===== src/pwu_pkg.sv =====
// Package for the six-channel pulse width unit: register map, fields, counts and types.
// Assumes a single 100 MHz system clock and an 8-bit register port.
package pwu_pkg;

  // ----------------------------------------------------------------
  // Register offsets
  // ----------------------------------------------------------------
  localparam logic [4:0] ADDR_DUTY0 = 5'h00;
  localparam logic [4:0] ADDR_PRE0 = 5'h06;
  localparam logic [4:0] ADDR_OUTCTL = 5'h0C;
  localparam logic [4:0] ADDR_PHASE = 5'h0D;
  localparam logic [4:0] ADDR_MODE = 5'h0E;
  localparam logic [4:0] ADDR_CLKSEL = 5'h0F;
  localparam logic [4:0] ADDR_STATUS = 5'h10;

  // ----------------------------------------------------------------
  // Field positions and reset values
  // ----------------------------------------------------------------
  localparam int NUM_CH = 6;
  localparam int PHASE_SEL_LSB = 2;
  localparam int PHASE_W45_BIT = 1;
  localparam int PHASE_W23_BIT = 0;
  localparam int MODE_DIV0_BIT = 0;
  localparam int MODE_T12_LSB = 2;
  localparam int MODE_W01_BIT = 5;
  localparam logic [7:0] REG_RESET = 8'h00;

  // ----------------------------------------------------------------
  // Last duty counter value of one cycle per mode
  // ----------------------------------------------------------------
  localparam logic [15:0] LAST_8 = 16'h00FE;
  localparam logic [15:0] LAST_12 = 16'h0FFE;
  localparam logic [15:0] LAST_16 = 16'hFFFE;
  localparam logic [15:0] LAST_DIV = 16'h00FF;
  localparam logic [3:0] SLOT_LAST = 4'hF;

  // ----------------------------------------------------------------
  // Count source selection codes
  // ----------------------------------------------------------------
  localparam logic [1:0] SRC_DIV1 = 2'h0;
  localparam logic [1:0] SRC_DIV2 = 2'h1;
  localparam logic [1:0] SRC_DIV4 = 2'h2;
  localparam logic [1:0] SRC_DIV8 = 2'h3;

  typedef enum logic [1:0] {PWU_W8, PWU_W12, PWU_W16} pwu_width_e;

  typedef struct packed {
    logic [4:0] addr;
    logic [7:0] wdata;
    logic wr;
    logic rd;
  } pwu_bus_req_s;

endpackage : pwu_pkg


===== src/pwu_top.sv =====
// Six-channel pulse width unit with 8/12/16-bit single pulse and pulse division modes.
// Assumes one clock, an asynchronous active-low reset and a master that never overlaps strobes.
`timescale 1ns/1ps
`default_nettype none

// Operation
// - 8-bit period is 255 times (n+1)
// - 12-bit uses even prescaler, period 4095(n+1)
// - 16-bit uses even prescaler, period 65535(n+1)
// - Division: basic pulse 16(n+1), conversion 256(n+1)
// - Count source is clock divided 1,2,4,8
// - 8-bit high time is period times m/255
// - 12-bit high time is period times m/4095
// - 12-bit duty uses upper register bits 3:0
// - 16-bit duty cascades two registers
// - Odd channel is upper half of pair
// - Division upper nibble is basic duty sixteenths
// - Division lower nibble counts extra pulses
// - Extra pulse sits just before basic rise
// - Enabled output starts with high level
// - Output high while counter below latched duty
// - Duty counter steps once per PWM clock
// - Clock generator counts down, PWM clock at zero
// - Duty latch loads at duty counter overflow
// - Prescaler latch loads at generator underflow
// - Phase select one inverts the output
module pwu_top (
  // Clock and reset
  input wire logic clk,
  input wire logic reset_n,
  // Register port
  input wire pwu_pkg::pwu_bus_req_s bus_req,
  output logic [7:0] bus_rdata,
  // Pulse outputs
  output logic [5:0] pwm_out
);

  // ----------------------------------------------------------------
  // Software registers
  // ----------------------------------------------------------------
  logic [7:0] duty_setting_q [pwu_pkg::NUM_CH];
  logic [7:0] prescaler_setting_q [pwu_pkg::NUM_CH];
  logic [5:0] output_control_register_q;
  logic [7:0] phase_ctl_q;
  logic [7:0] mode_ctl_q;
  logic [1:0] clk_sel_q;
  logic [7:0] rdata_q;

  always_ff @(posedge clk or negedge reset_n) begin
    if (!reset_n) begin
      for (int c = 0; c < pwu_pkg::NUM_CH; c++) begin
        duty_setting_q[c] <= pwu_pkg::REG_RESET;
        prescaler_setting_q[c] <= pwu_pkg::REG_RESET;
      end
      output_control_register_q <= 6'h00;
      phase_ctl_q <= pwu_pkg::REG_RESET;
      mode_ctl_q <= pwu_pkg::REG_RESET;
      clk_sel_q <= 2'h0;
    end else if (bus_req.wr) begin
      for (int c = 0; c < pwu_pkg::NUM_CH; c++) begin
        if (bus_req.addr == pwu_pkg::ADDR_DUTY0 + 5'(c)) begin
          duty_setting_q[c] <= bus_req.wdata;
        end
        if (bus_req.addr == pwu_pkg::ADDR_PRE0 + 5'(c)) begin
          prescaler_setting_q[c] <= bus_req.wdata;
        end
      end
      if (bus_req.addr == pwu_pkg::ADDR_OUTCTL) begin
        output_control_register_q <= bus_req.wdata[5:0];
      end
      if (bus_req.addr == pwu_pkg::ADDR_PHASE) begin
        phase_ctl_q <= bus_req.wdata;
      end
      if (bus_req.addr == pwu_pkg::ADDR_MODE) begin
        mode_ctl_q <= {2'h0, bus_req.wdata[5:0]};
      end
      if (bus_req.addr == pwu_pkg::ADDR_CLKSEL) begin
        clk_sel_q <= bus_req.wdata[1:0];
      end
    end
  end

  // Read data stands for exactly the cycle after the read strobe.
  always_ff @(posedge clk or negedge reset_n) begin
    if (!reset_n) begin
      rdata_q <= 8'h00;
    end else begin
      rdata_q <= 8'h00;
      if (bus_req.rd) begin
        for (int c = 0; c < pwu_pkg::NUM_CH; c++) begin
          if (bus_req.addr == pwu_pkg::ADDR_DUTY0 + 5'(c)) begin
            rdata_q <= duty_setting_q[c];
          end
          if (bus_req.addr == pwu_pkg::ADDR_PRE0 + 5'(c)) begin
            rdata_q <= prescaler_setting_q[c];
          end
        end
        unique case (bus_req.addr)
          pwu_pkg::ADDR_OUTCTL: rdata_q <= {2'h0, output_control_register_q};
          pwu_pkg::ADDR_PHASE: rdata_q <= phase_ctl_q;
          pwu_pkg::ADDR_MODE: rdata_q <= mode_ctl_q;
          pwu_pkg::ADDR_CLKSEL: rdata_q <= {6'h00, clk_sel_q};
          pwu_pkg::ADDR_STATUS: rdata_q <= {2'h0, pwm_out};
          default: ;
        endcase
      end
    end
  end

  assign bus_rdata = rdata_q;

  // ----------------------------------------------------------------
  // Count source divider
  // ----------------------------------------------------------------
  logic [2:0] div_q;
  logic src_tick;

  always_ff @(posedge clk or negedge reset_n) begin
    if (!reset_n) begin
      div_q <= 3'h0;
    end else begin
      div_q <= div_q + 3'h1;
    end
  end

  always_comb begin
    unique case (clk_sel_q)
      pwu_pkg::SRC_DIV1: src_tick = 1'b1;
      pwu_pkg::SRC_DIV2: src_tick = div_q[0];
      pwu_pkg::SRC_DIV4: src_tick = &div_q[1:0];
      pwu_pkg::SRC_DIV8: src_tick = &div_q;
    endcase
  end

  // ----------------------------------------------------------------
  // Pair width decode
  // ----------------------------------------------------------------
  pwu_pkg::pwu_width_e pair_w [3];
  logic [2:0] pair_wide;

  assign pair_wide = {phase_ctl_q[pwu_pkg::PHASE_W45_BIT], phase_ctl_q[pwu_pkg::PHASE_W23_BIT],
                      mode_ctl_q[pwu_pkg::MODE_W01_BIT]};

  always_comb begin
    for (int p = 0; p < 3; p++) begin
      if (pair_wide[p]) begin
        pair_w[p] = pwu_pkg::PWU_W16;
      end else if (mode_ctl_q[pwu_pkg::MODE_T12_LSB + p]) begin
        pair_w[p] = pwu_pkg::PWU_W12;
      end else begin
        pair_w[p] = pwu_pkg::PWU_W8;
      end
    end
  end

  // Rank of each basic pulse in the extra pulse fill order.
  function automatic logic [3:0] fill_rank(input logic [3:0] k);
    logic [3:0] n;
    n = ~k;
    return {n[0], n[1], n[2], n[3]};
  endfunction : fill_rank

  // ----------------------------------------------------------------
  // Channels
  // ----------------------------------------------------------------
  logic [7:0] cg_q [pwu_pkg::NUM_CH];
  logic [7:0] pre_lat_q [pwu_pkg::NUM_CH];
  logic [15:0] cnt_q [pwu_pkg::NUM_CH];
  logic [15:0] duty_lat_q [pwu_pkg::NUM_CH];
  logic [15:0] last [pwu_pkg::NUM_CH];
  logic out_q [pwu_pkg::NUM_CH];
  logic en [pwu_pkg::NUM_CH];
  logic pwm_clk [pwu_pkg::NUM_CH];
  logic raw [pwu_pkg::NUM_CH];

  for (genvar i = 0; i < pwu_pkg::NUM_CH; i++) begin : g_ch
    localparam int P = i / 2;
    localparam int HI = i | 1;
    localparam bit ODD = (i % 2) == 1;
    logic idle;
    logic div_mode;
    logic [15:0] duty_src;
    logic [3:0] slot;
    logic [3:0] next_k;

    // The odd channel of a wide pair only supplies the upper duty half.
    assign idle = ODD && (pair_w[P] != pwu_pkg::PWU_W8);
    assign div_mode = (i < 2) && mode_ctl_q[pwu_pkg::MODE_DIV0_BIT + i];
    assign en[i] = output_control_register_q[i] && !idle;
    assign pwm_clk[i] = src_tick && (cg_q[i] == 8'h00);
    assign slot = cnt_q[i][3:0];
    assign next_k = cnt_q[i][7:4] + 4'h1;

    always_comb begin
      if (ODD || pair_w[P] == pwu_pkg::PWU_W8) begin
        duty_src = {8'h00, duty_setting_q[i]};
      end else if (pair_w[P] == pwu_pkg::PWU_W12) begin
        duty_src = {4'h0, duty_setting_q[HI][3:0], duty_setting_q[i]};
      end else begin
        duty_src = {duty_setting_q[HI], duty_setting_q[i]};
      end
      if (div_mode) begin
        last[i] = pwu_pkg::LAST_DIV;
      end else if (ODD || pair_w[P] == pwu_pkg::PWU_W8) begin
        last[i] = pwu_pkg::LAST_8;
      end else if (pair_w[P] == pwu_pkg::PWU_W12) begin
        last[i] = pwu_pkg::LAST_12;
      end else begin
        last[i] = pwu_pkg::LAST_16;
      end
      if (div_mode) begin
        raw[i] = (slot < duty_lat_q[i][7:4])
          || (slot == pwu_pkg::SLOT_LAST
              && fill_rank(next_k) < duty_lat_q[i][3:0]);
      end else begin
        raw[i] = cnt_q[i] < duty_lat_q[i];
      end
    end

    // Each channel counts its own prescaler; a wide pair runs on the even one.
    always_ff @(posedge clk or negedge reset_n) begin
      if (!reset_n) begin
        cg_q[i] <= 8'h00;
        pre_lat_q[i] <= 8'h00;
      end else if (!en[i]) begin
        cg_q[i] <= prescaler_setting_q[i];
        pre_lat_q[i] <= prescaler_setting_q[i];
      end else if (pwm_clk[i]) begin
        cg_q[i] <= prescaler_setting_q[i];
        pre_lat_q[i] <= prescaler_setting_q[i];
      end else if (src_tick) begin
        cg_q[i] <= cg_q[i] - 8'h01;
      end
    end

    always_ff @(posedge clk or negedge reset_n) begin
      if (!reset_n) begin
        cnt_q[i] <= 16'h0000;
        duty_lat_q[i] <= 16'h0000;
      end else if (!en[i]) begin
        cnt_q[i] <= 16'h0000;
        duty_lat_q[i] <= duty_src;
      end else if (pwm_clk[i]) begin
        if (cnt_q[i] >= last[i]) begin
          cnt_q[i] <= 16'h0000;
          duty_lat_q[i] <= duty_src;
        end else begin
          cnt_q[i] <= cnt_q[i] + 16'h0001;
        end
      end
    end

    always_ff @(posedge clk or negedge reset_n) begin
      if (!reset_n) begin
        out_q[i] <= 1'b0;
      end else begin
        out_q[i] <= en[i] && (raw[i] ^ phase_ctl_q[pwu_pkg::PHASE_SEL_LSB + i]);
      end
    end
  end

  always_comb begin
    for (int c = 0; c < pwu_pkg::NUM_CH; c++) begin
      pwm_out[c] = out_q[c];
    end
  end
endmodule : pwu_top

`default_nettype wire


===== config.mk =====
export PLATFORM = sky130hd
export DESIGN_NAME = pwu_top
export DESIGN_NICKNAME = d
export VERILOG_FILES = /design/src/pwu_pkg.sv /design/src/pwu_top.sv
export SDC_FILE = /design/constraint.sdc
export NUM_CORES = 1
export LEC_CHECK = 0
export BUFFER_PORTS_ARGS = -buffer_cell sky130_fd_sc_hd__buf_2
export CAP_MARGIN = 20
export CORE_MARGIN = 2
export CORE_UTILIZATION = 55
export CTS_CLUSTER_DIAMETER = 80
export DETAILED_ROUTE_END_ITERATION = 10
export GPL_TIMING_DRIVEN = 0
export HOLD_SLACK_MARGIN = 0.03
export MAX_ROUTING_LAYER = met4
export PLACE_DENSITY_LB_ADDON = 0.25
export SYNTH_ARGS = -nofsm -noshare
export SYNTH_HDL_FRONTEND = slang
export SYNTH_SLANG_ARGS = --single-unit

===== constraint.sdc =====
create_clock -name clk -period 4.26 [get_ports clk]
set_clock_uncertainty 0.15 [all_clocks]
set_input_delay 0.426 -clock clk [delete_from_list [all_inputs] [get_ports clk]]
set_output_delay 0.426 -clock clk [all_outputs]
set_load 0.05 [all_outputs]

# Word level (Yosys, flattened, before mapping)
# Index checks and enable logic that the tools add are counted.
[totals]
regBits = 375
in_bits = 17
out_inout_bits = 14
[classes]
add_sub_neg = 15
order_cmp = 16
n_eq_ne = 42
muxes = 91
bitwise = 8
n_reduce_logical = 60
[op_table]
columns = ["op", "count"]
rows = [
  ["16-bit two-way mux", 49],
  ["8-bit two-way mux", 31],
  ["16-bit by 1-bit adder with 16-bit output, second input constant", 6],
  ["16-bit < comparator", 6],
  ["16-bit >= comparator", 4],
  ["8-bit zero test", 6],
  ["8-bit by 1-bit subtractor with 8-bit output, second input constant", 6],
  ["2-bit AND reduction", 23],
  ["5-bit by 4-bit == test with 1-bit output, second input constant", 8],
  ["8-bit case mux with 5 select lines", 1],
  ["16-bit by 8-bit >= comparator with 1-bit output, second input constant", 2],
  ["2-bit by 1-bit != test with 1-bit output, second input constant", 12],
  ["5-bit by 3-bit == test with 1-bit output, second input constant", 4],
  ["1-bit logical AND", 17],
  ["4-bit < comparator", 4],
  ["5-bit by 2-bit == test with 1-bit output, second input constant", 2],
  ["3-bit by 1-bit != test with 1-bit output, second input constant", 3],
  ["3-bit by 2-bit != test with 1-bit output, second input constant", 3],
  ["4-bit by 1-bit adder with 4-bit output, second input constant", 2],
  ["2-bit by 1-bit == test with 1-bit output, second input constant", 4],
  ["4-bit == test, second input constant", 2],
  ["2-bit zero test", 4],
  ["4-bit NOT", 2],
  ["1-bit two-way mux", 6],
  ["other kinds (12)", 25],
]

# Logic depth before layout (Yosys ltp)
[logic_depth]
word_depth = 15
ltp_mapped = 10
ltp_nobuf = 9

# Worst setup path after synthesis
# No wires, ideal clock.
[synth_path]
kind = "flip-flop to flip-flop"
startpoint = "register phase_ctl_q[0]"
endpoint = "register cnt_q[50] in the netlist's numbering"
t_arrival_ns = 2.671
required_ns = 4.031
setup_slack_ns = 1.359
path_stages_with_launch = 10
synth_period_minus_slack_ns = 2.901
cell_sequence = "dfrtp_1 clkbuf_1 nor2_1 ha_1 a2111oi_0 nand2_1 o21ai_0 nand2_1 o21a_1 mux2i_1"
[synth_via]
elab_chain_cells = 8
word_cells_on_any_way = 9
classes_between = "1 x order compare; 1 x eq/ne; 6 x mux; 1 x reduce/logical"
[synth_rtl]
columns = ["item", "line", "rtl"]
rows = [
  ["start: declaration", "pwu_top.sv:44", "logic [7:0] phase_ctl_q;"],
  ["start signal: assignment", "pwu_top.sv:56", "phase_ctl_q <= pwu_pkg::REG_RESET;"],
  ["start signal: assignment", "pwu_top.sv:72", "phase_ctl_q <= bus_req.wdata;"],
  ["2-bit two-way mux (*)", "pwu_top.sv:146", "if (pair_wide[p]) begin"],
  ["2-bit by 1-bit == test with 1-bit output", "--", ""],
  ["16-bit two-way mux", "pwu_top.sv:206", "end else if (pair_w[P] == pwu_pkg::PWU_W12) begin"],
  ["16-bit two-way mux (*)", "pwu_top.sv:204", "end else if (ODD || pair_w[P] == pwu_pkg::PWU_W8) begin"],
  ["16-bit >= comparator (*)", "pwu_top.sv:244", "if (cnt_q[i] >= last[i]) begin"],
  ["16-bit two-way mux (*)", "pwu_top.sv:244", ""],
  ["16-bit two-way mux (*)", "pwu_top.sv:243", "end else if (pwm_clk[i]) begin"],
  ["16-bit two-way mux (*)", "pwu_top.sv:240", "end else if (!en[i]) begin"],
  ["end signal: indexed assignment", "pwu_top.sv:248", "cnt_q[i] <= cnt_q[i] + 16'h0001;"],
  ["end: declaration", "pwu_top.sv:168", "logic [15:0] cnt_q [pwu_pkg::NUM_CH];"],
]
# Mark *: on every way between the ends. The rest lies on a longest branch, timed or not. The select of a mux whose other input is x is not followed.
# A chain may end at the register's enable or synchronous reset.

# Worst setup path in the final report
[layout_path]
startpoint = "register div_q[0]"
endpoint = "register cg_q[8] in the netlist's numbering"
[layout_via]
elab_chain_cells = 5
word_cells_on_any_way = 7
classes_between = "1 x eq/ne; 3 x mux; 3 x reduce/logical"
[layout_rtl]
columns = ["item", "line", "rtl"]
rows = [
  ["start: declaration", "pwu_top.sv:115", "logic [2:0] div_q;"],
  ["start signal: assignment", "pwu_top.sv:122", "div_q <= div_q + 3'h1;"],
  ["3-bit AND reduction / 2-bit AND reduction (equally long branches)", "pwu_top.sv:131, pwu_top.sv:130", ""],
  ["1-bit case mux with 4 select lines (*)", "pwu_top.sv:127", "unique case (clk_sel_q)"],
  ["1-bit logical AND", "pwu_top.sv:190", "assign pwm_clk[i] = src_tick && (cg_q[i] == 8'h00);"],
  ["8-bit two-way mux", "pwu_top.sv:228", "end else if (pwm_clk[i]) begin"],
  ["8-bit two-way mux", "pwu_top.sv:225", "end else if (!en[i]) begin"],
  ["end signal: indexed assignment", "pwu_top.sv:226", "cg_q[i] <= prescaler_setting_q[i];"],
  ["end signal: indexed assignment", "pwu_top.sv:229", "cg_q[i] <= prescaler_setting_q[i];"],
  ["end signal: indexed assignment", "pwu_top.sv:232", "cg_q[i] <= cg_q[i] - 8'h01;"],
  ["end: declaration", "pwu_top.sv:166", "logic [7:0] cg_q [pwu_pkg::NUM_CH];"],
]
# Mark *: on every way between the ends. The rest lies on a longest branch, timed or not.

==> flow_metrics.py <==
metrics = {
    "floorplan": {
        "die_w_um": 191,
        "start_util": 0.557,
        "rows": 68,
        "ios": 31,
        "die_h_um": 191,
        "core_area_mm2": 0.0345,
        "dieArea_mm2": 0.0365,
    },
    "clocking": {
        "cts-root-buf": "clkbuf_16",
        "clk_pin_slew_ns": 0.06,
        "clkLatencyLatePin_ns": 0.56,
        "numCtsBuffers": 39,
        "htree_levels": 2,
        "cts_tree": "yes",
        "cts_resized": 0,
        "cts.path.max_buffers": 3,
        "cts_sinks": 351,
    },
    "layout": {
        "drive_gt1_frac": 0.131,
        "fin_cells": 2499,
        "final.fill_count": 2893,
        "nets": 2155,
        "syn2layout_area_growth_pct": 10.6,
        "fin_area_mm2": 0.0213,
    },
    "logic_synthesis": {
        "ys_seq_elements": 351,
        "yosysUniqueCellTypes": 81,
        "syn_area_per_cell_um2": 9.92,
        "synth_seq_area_share": 0.456,
        "ys_async_sr_fraction": 1.00,
        "synthCells": 1942,
        "synth_area_mm2": 0.0193,
        "synthTopCellsByArea": "dfrtp_1 46%, ha_1 8.1%, mux2_2 7.6%",
        "synth_flop_cell": "dfrtp_1",
        "yosysWarningCount": 0,
        "synth_top_area_frac": 0.456,
        "syn-num-nets": 2083,
        "synth_edf_count": 0,
        "yosysTopAreaCell": "dfrtp_1",
    },
    "pwr": {
        "comb_power_share": 0.257,
        "power.total_uw": 10700,
        "p_sw_frac": 0.343,
        "switchingPower_uw": 3660,
        "pwr-share-seq": 0.431,
        "vdd_ir_drop_max_v": 0.000361,
        "p_per_area_mw_per_mm2": 501,
        "power.share.clock": 0.312,
        "p_leak_uw": 0.00958,
        "p_int_uw": 7000,
    },
    "global_routing": {
        "antenna_found_initial": 6,
        "track_usage": 0.313,
        "grt-ovfl-total": 0,
        "grt_max_degree": 125,
        "grt_pass1_vias": 15494,
        "grt_pass1_wl_mm": 86.0,
    },
    "placed_design": {
        "dp_slack_ns": 0.602,
        "gp_congestion": 1.00,
        "dp_cells": 2427,
        "dpl.hpwl_mm": 39.3,
        "place_area_mm2": 0.0200,
        "port_buffers": 27,
    },
    "timing": {
        "setup_ws_ns": 0.506,
        "rsz0062_at_grt": "false",
        "period_share": 0.881,
        "slew_headroom": 0.312,
        "hold_viol_final": 0,
        "final.setup.tns_ns": 0,
        "setup-violations-final": 0,
        "fmax_mhz": 266,
        "worstMarginPinSlew_ns": 1.03,
        "drv_slew": 0,
        "fin_crit_ns": 3.75,
    },
    "worst_hold_path": {
        "min_path_type": "in2reg",
        "hp-start": "bus_req[9]",
    },
    "drt": {
        "route.vias.total": 15535,
        "drtAntennaViolNets": 0,
        "routed_wl_mm": 54.2,
        "wire_per_inst_um": 21.7,
        "dr.pass1.iters": 6,
        "drt_iter0_markers": 1210,
        "routed_via_density": 6.22,
        "drc": 0,
    },
    "setup_path": {
        "crit_end": "cg_q[8]",
        "crit_required_ns": 4.53,
        "r2r-end": "cg_q[8]",
        "critPathLaunchType": "register",
        "crit_fanout": 10,
        "crit_path_end_kind": "register",
        "r2r_start": "div_q[0]",
        "path_class": "reg2reg",
        "cp-startpoint": "div_q[0]",
        "worstRegToRegCells": 9,
        "rrSetupSlack_ns": 0.51,
        "critical_path_arrival_ns": 4.02,
    },
    "outcome": {
        "outcome": "finished, final reports clean",
    },
    "flow_run": {
        "maxCapViolCount": 0,
    },
}
[area by class of cell]
type	instances	area [um^2]	share of cell area
buffer	76	342	0.0160
timing repair buffer	31	214	0.0100
antenna	5	12.5	0.000587
tap	455	569	0.0267
sequential	351	8780	0.412
clock buffer	60	1190	0.0558
clock inverter	6	57.6	0.00270
inverter	109	409	0.0192
multi-input combinational	1406	9720	0.457
[metrics by stage]
step / hold slack [ns] / utilization
2_1_floorplan: -0.0196 / -
6_report: 0.0826 / 0.617
3_3_place_gp: 0.305 / 0.578
4_1_cts: 0.0533 / 0.616
3_5_place_dp: 0.306 / 0.580
5_1_grt: 0.0690 / 0.617
[power groups by stage]
stage | Clock (uW) | Sequential, uW | Combinational, uW
after floorplan | 0 | 4430 | 1940
after global placement | 0 | 4600 | 2580
after detailed placement | 0 | 4620 | 2710
after CTS | 3370 | 4570 | 2730
after global routing | 3520 | 4650 | 3090
final | 3330 | 4600 | 2740
[logic make-up (layout without fill, tap and decap cells)]
kind of cell / count (synthesis) / in the layout / share of synthesized area
and+or+nand+nor: 624 / 624 / 0.162
AOI/OAI and AO/OA: 459 / 459 / 0.153
DFF: 351 / 351 / 0.456
buffers and inverters: 185 / 282 / 0.0390
muxes: 155 / 155 / 0.0893
adders and majority gates: 124 / 124 / 0.0806
xor gates and xnor gates: 44 / 44 / 0.0200
other: 0 / 5 / 0
[placed cells by master, fill, tap and decap left out, types with 23 or more instances in the layout]
cell,n
inv_1,109
nor4_1,24
nand3_1,67
xnor2_1,23
ha_1,124
a21oi_1,89
nand4_1,30
buf_2,35
clkbuf_1,65
nor2_1,142
clkbuf_16,41
nor3_1,42
nand2b_1,23
and3_1,25
dfrtp_1,351
o21ai_0,154
a31oi_1,25
mux2_2,130
nand2_1,164
[layer usage]
metal | GRT usage | up-vias | wire [um]
met2 | 0.494 | 468 | 25100
li1 | - | 7211 | -
met4 | 0.130 | 0 | 2270
met3 | 0.0551 | 135 | 3080
met5 | - | - | 0
met1 | 0.401 | 7721 | 23700
[how the worst min path moves through the flow]
stage | cells past startpoint | endpoint | slack [ns]
after floorplan | 0 | bus_rdata[0] | -0.02
after global placement | 1 | div_q[1] | 0.30
after detailed placement | 1 | div_q[0] | 0.31
after CTS | 2 | phase_ctl_q[7] | 0.05
after global routing | 2 | phase_ctl_q[7] | 0.07
final | 2 | phase_ctl_q[7] | 0.08
[state kept, by name (all words and copies together) (netlist names)]
register and cells:
bus_rdata 8, cg_q 48, clk_sel_q 2, cnt_q 96, div_q 3, duty_lat_q 72, duty_setting_q 48, mode_ctl_q 6
output_control_register_q 6, phase_ctl_q 8, prescaler_setting_q 48, pwm_out 6
[cell usage after synthesis, types with 8 or more instances]
cell type / instances
clkbuf_1: 55
ha_1: 124
a31oi_1: 25
nand4_1: 30
nor4_1: 24
mux2_2: 130
buf_2: 9
dfrtp_1: 351
xnor2_1: 23
nand2_1: 164
or4_1: 9
mux2i_1: 21
a22oi_1: 18
a21oi_1: 89
and3_1: 25
nor3_1: 42
a221oi_1: 10
o21ai_1: 10
xor2_1: 21
or3_1: 13
a211oi_1: 9
nor3b_1: 8
o31ai_1: 10
and2_1: 16
o21ai_0: 154
nand3_1: 67
nor2b_1: 13
o22ai_1: 13
nor2_1: 142
inv_1: 109
nand3b_1: 11
o21a_1: 15
o211ai_1: 11
or2_2: 9
nand2b_1: 23
a21o_1: 15
[worst max-delay path, stage by stage, from the launching register on]
cell      delay, ns
dfrtp_1        0.37
ha_1           0.19
ha_1           0.15
mux2i_1        0.12
a21oi_1        0.84
clkbuf_1       0.56
clkbuf_1       0.75
nand2_1        0.16
o21ai_0        0.21
a21oi_1        0.09
[timing repair]
action / in CTS / in global routing
hold buffers: 1 / 0
endpoints found under the hold margin: 118 / 0
buffers inserted: 0 / 0
(Power assumes the default switching activity.)
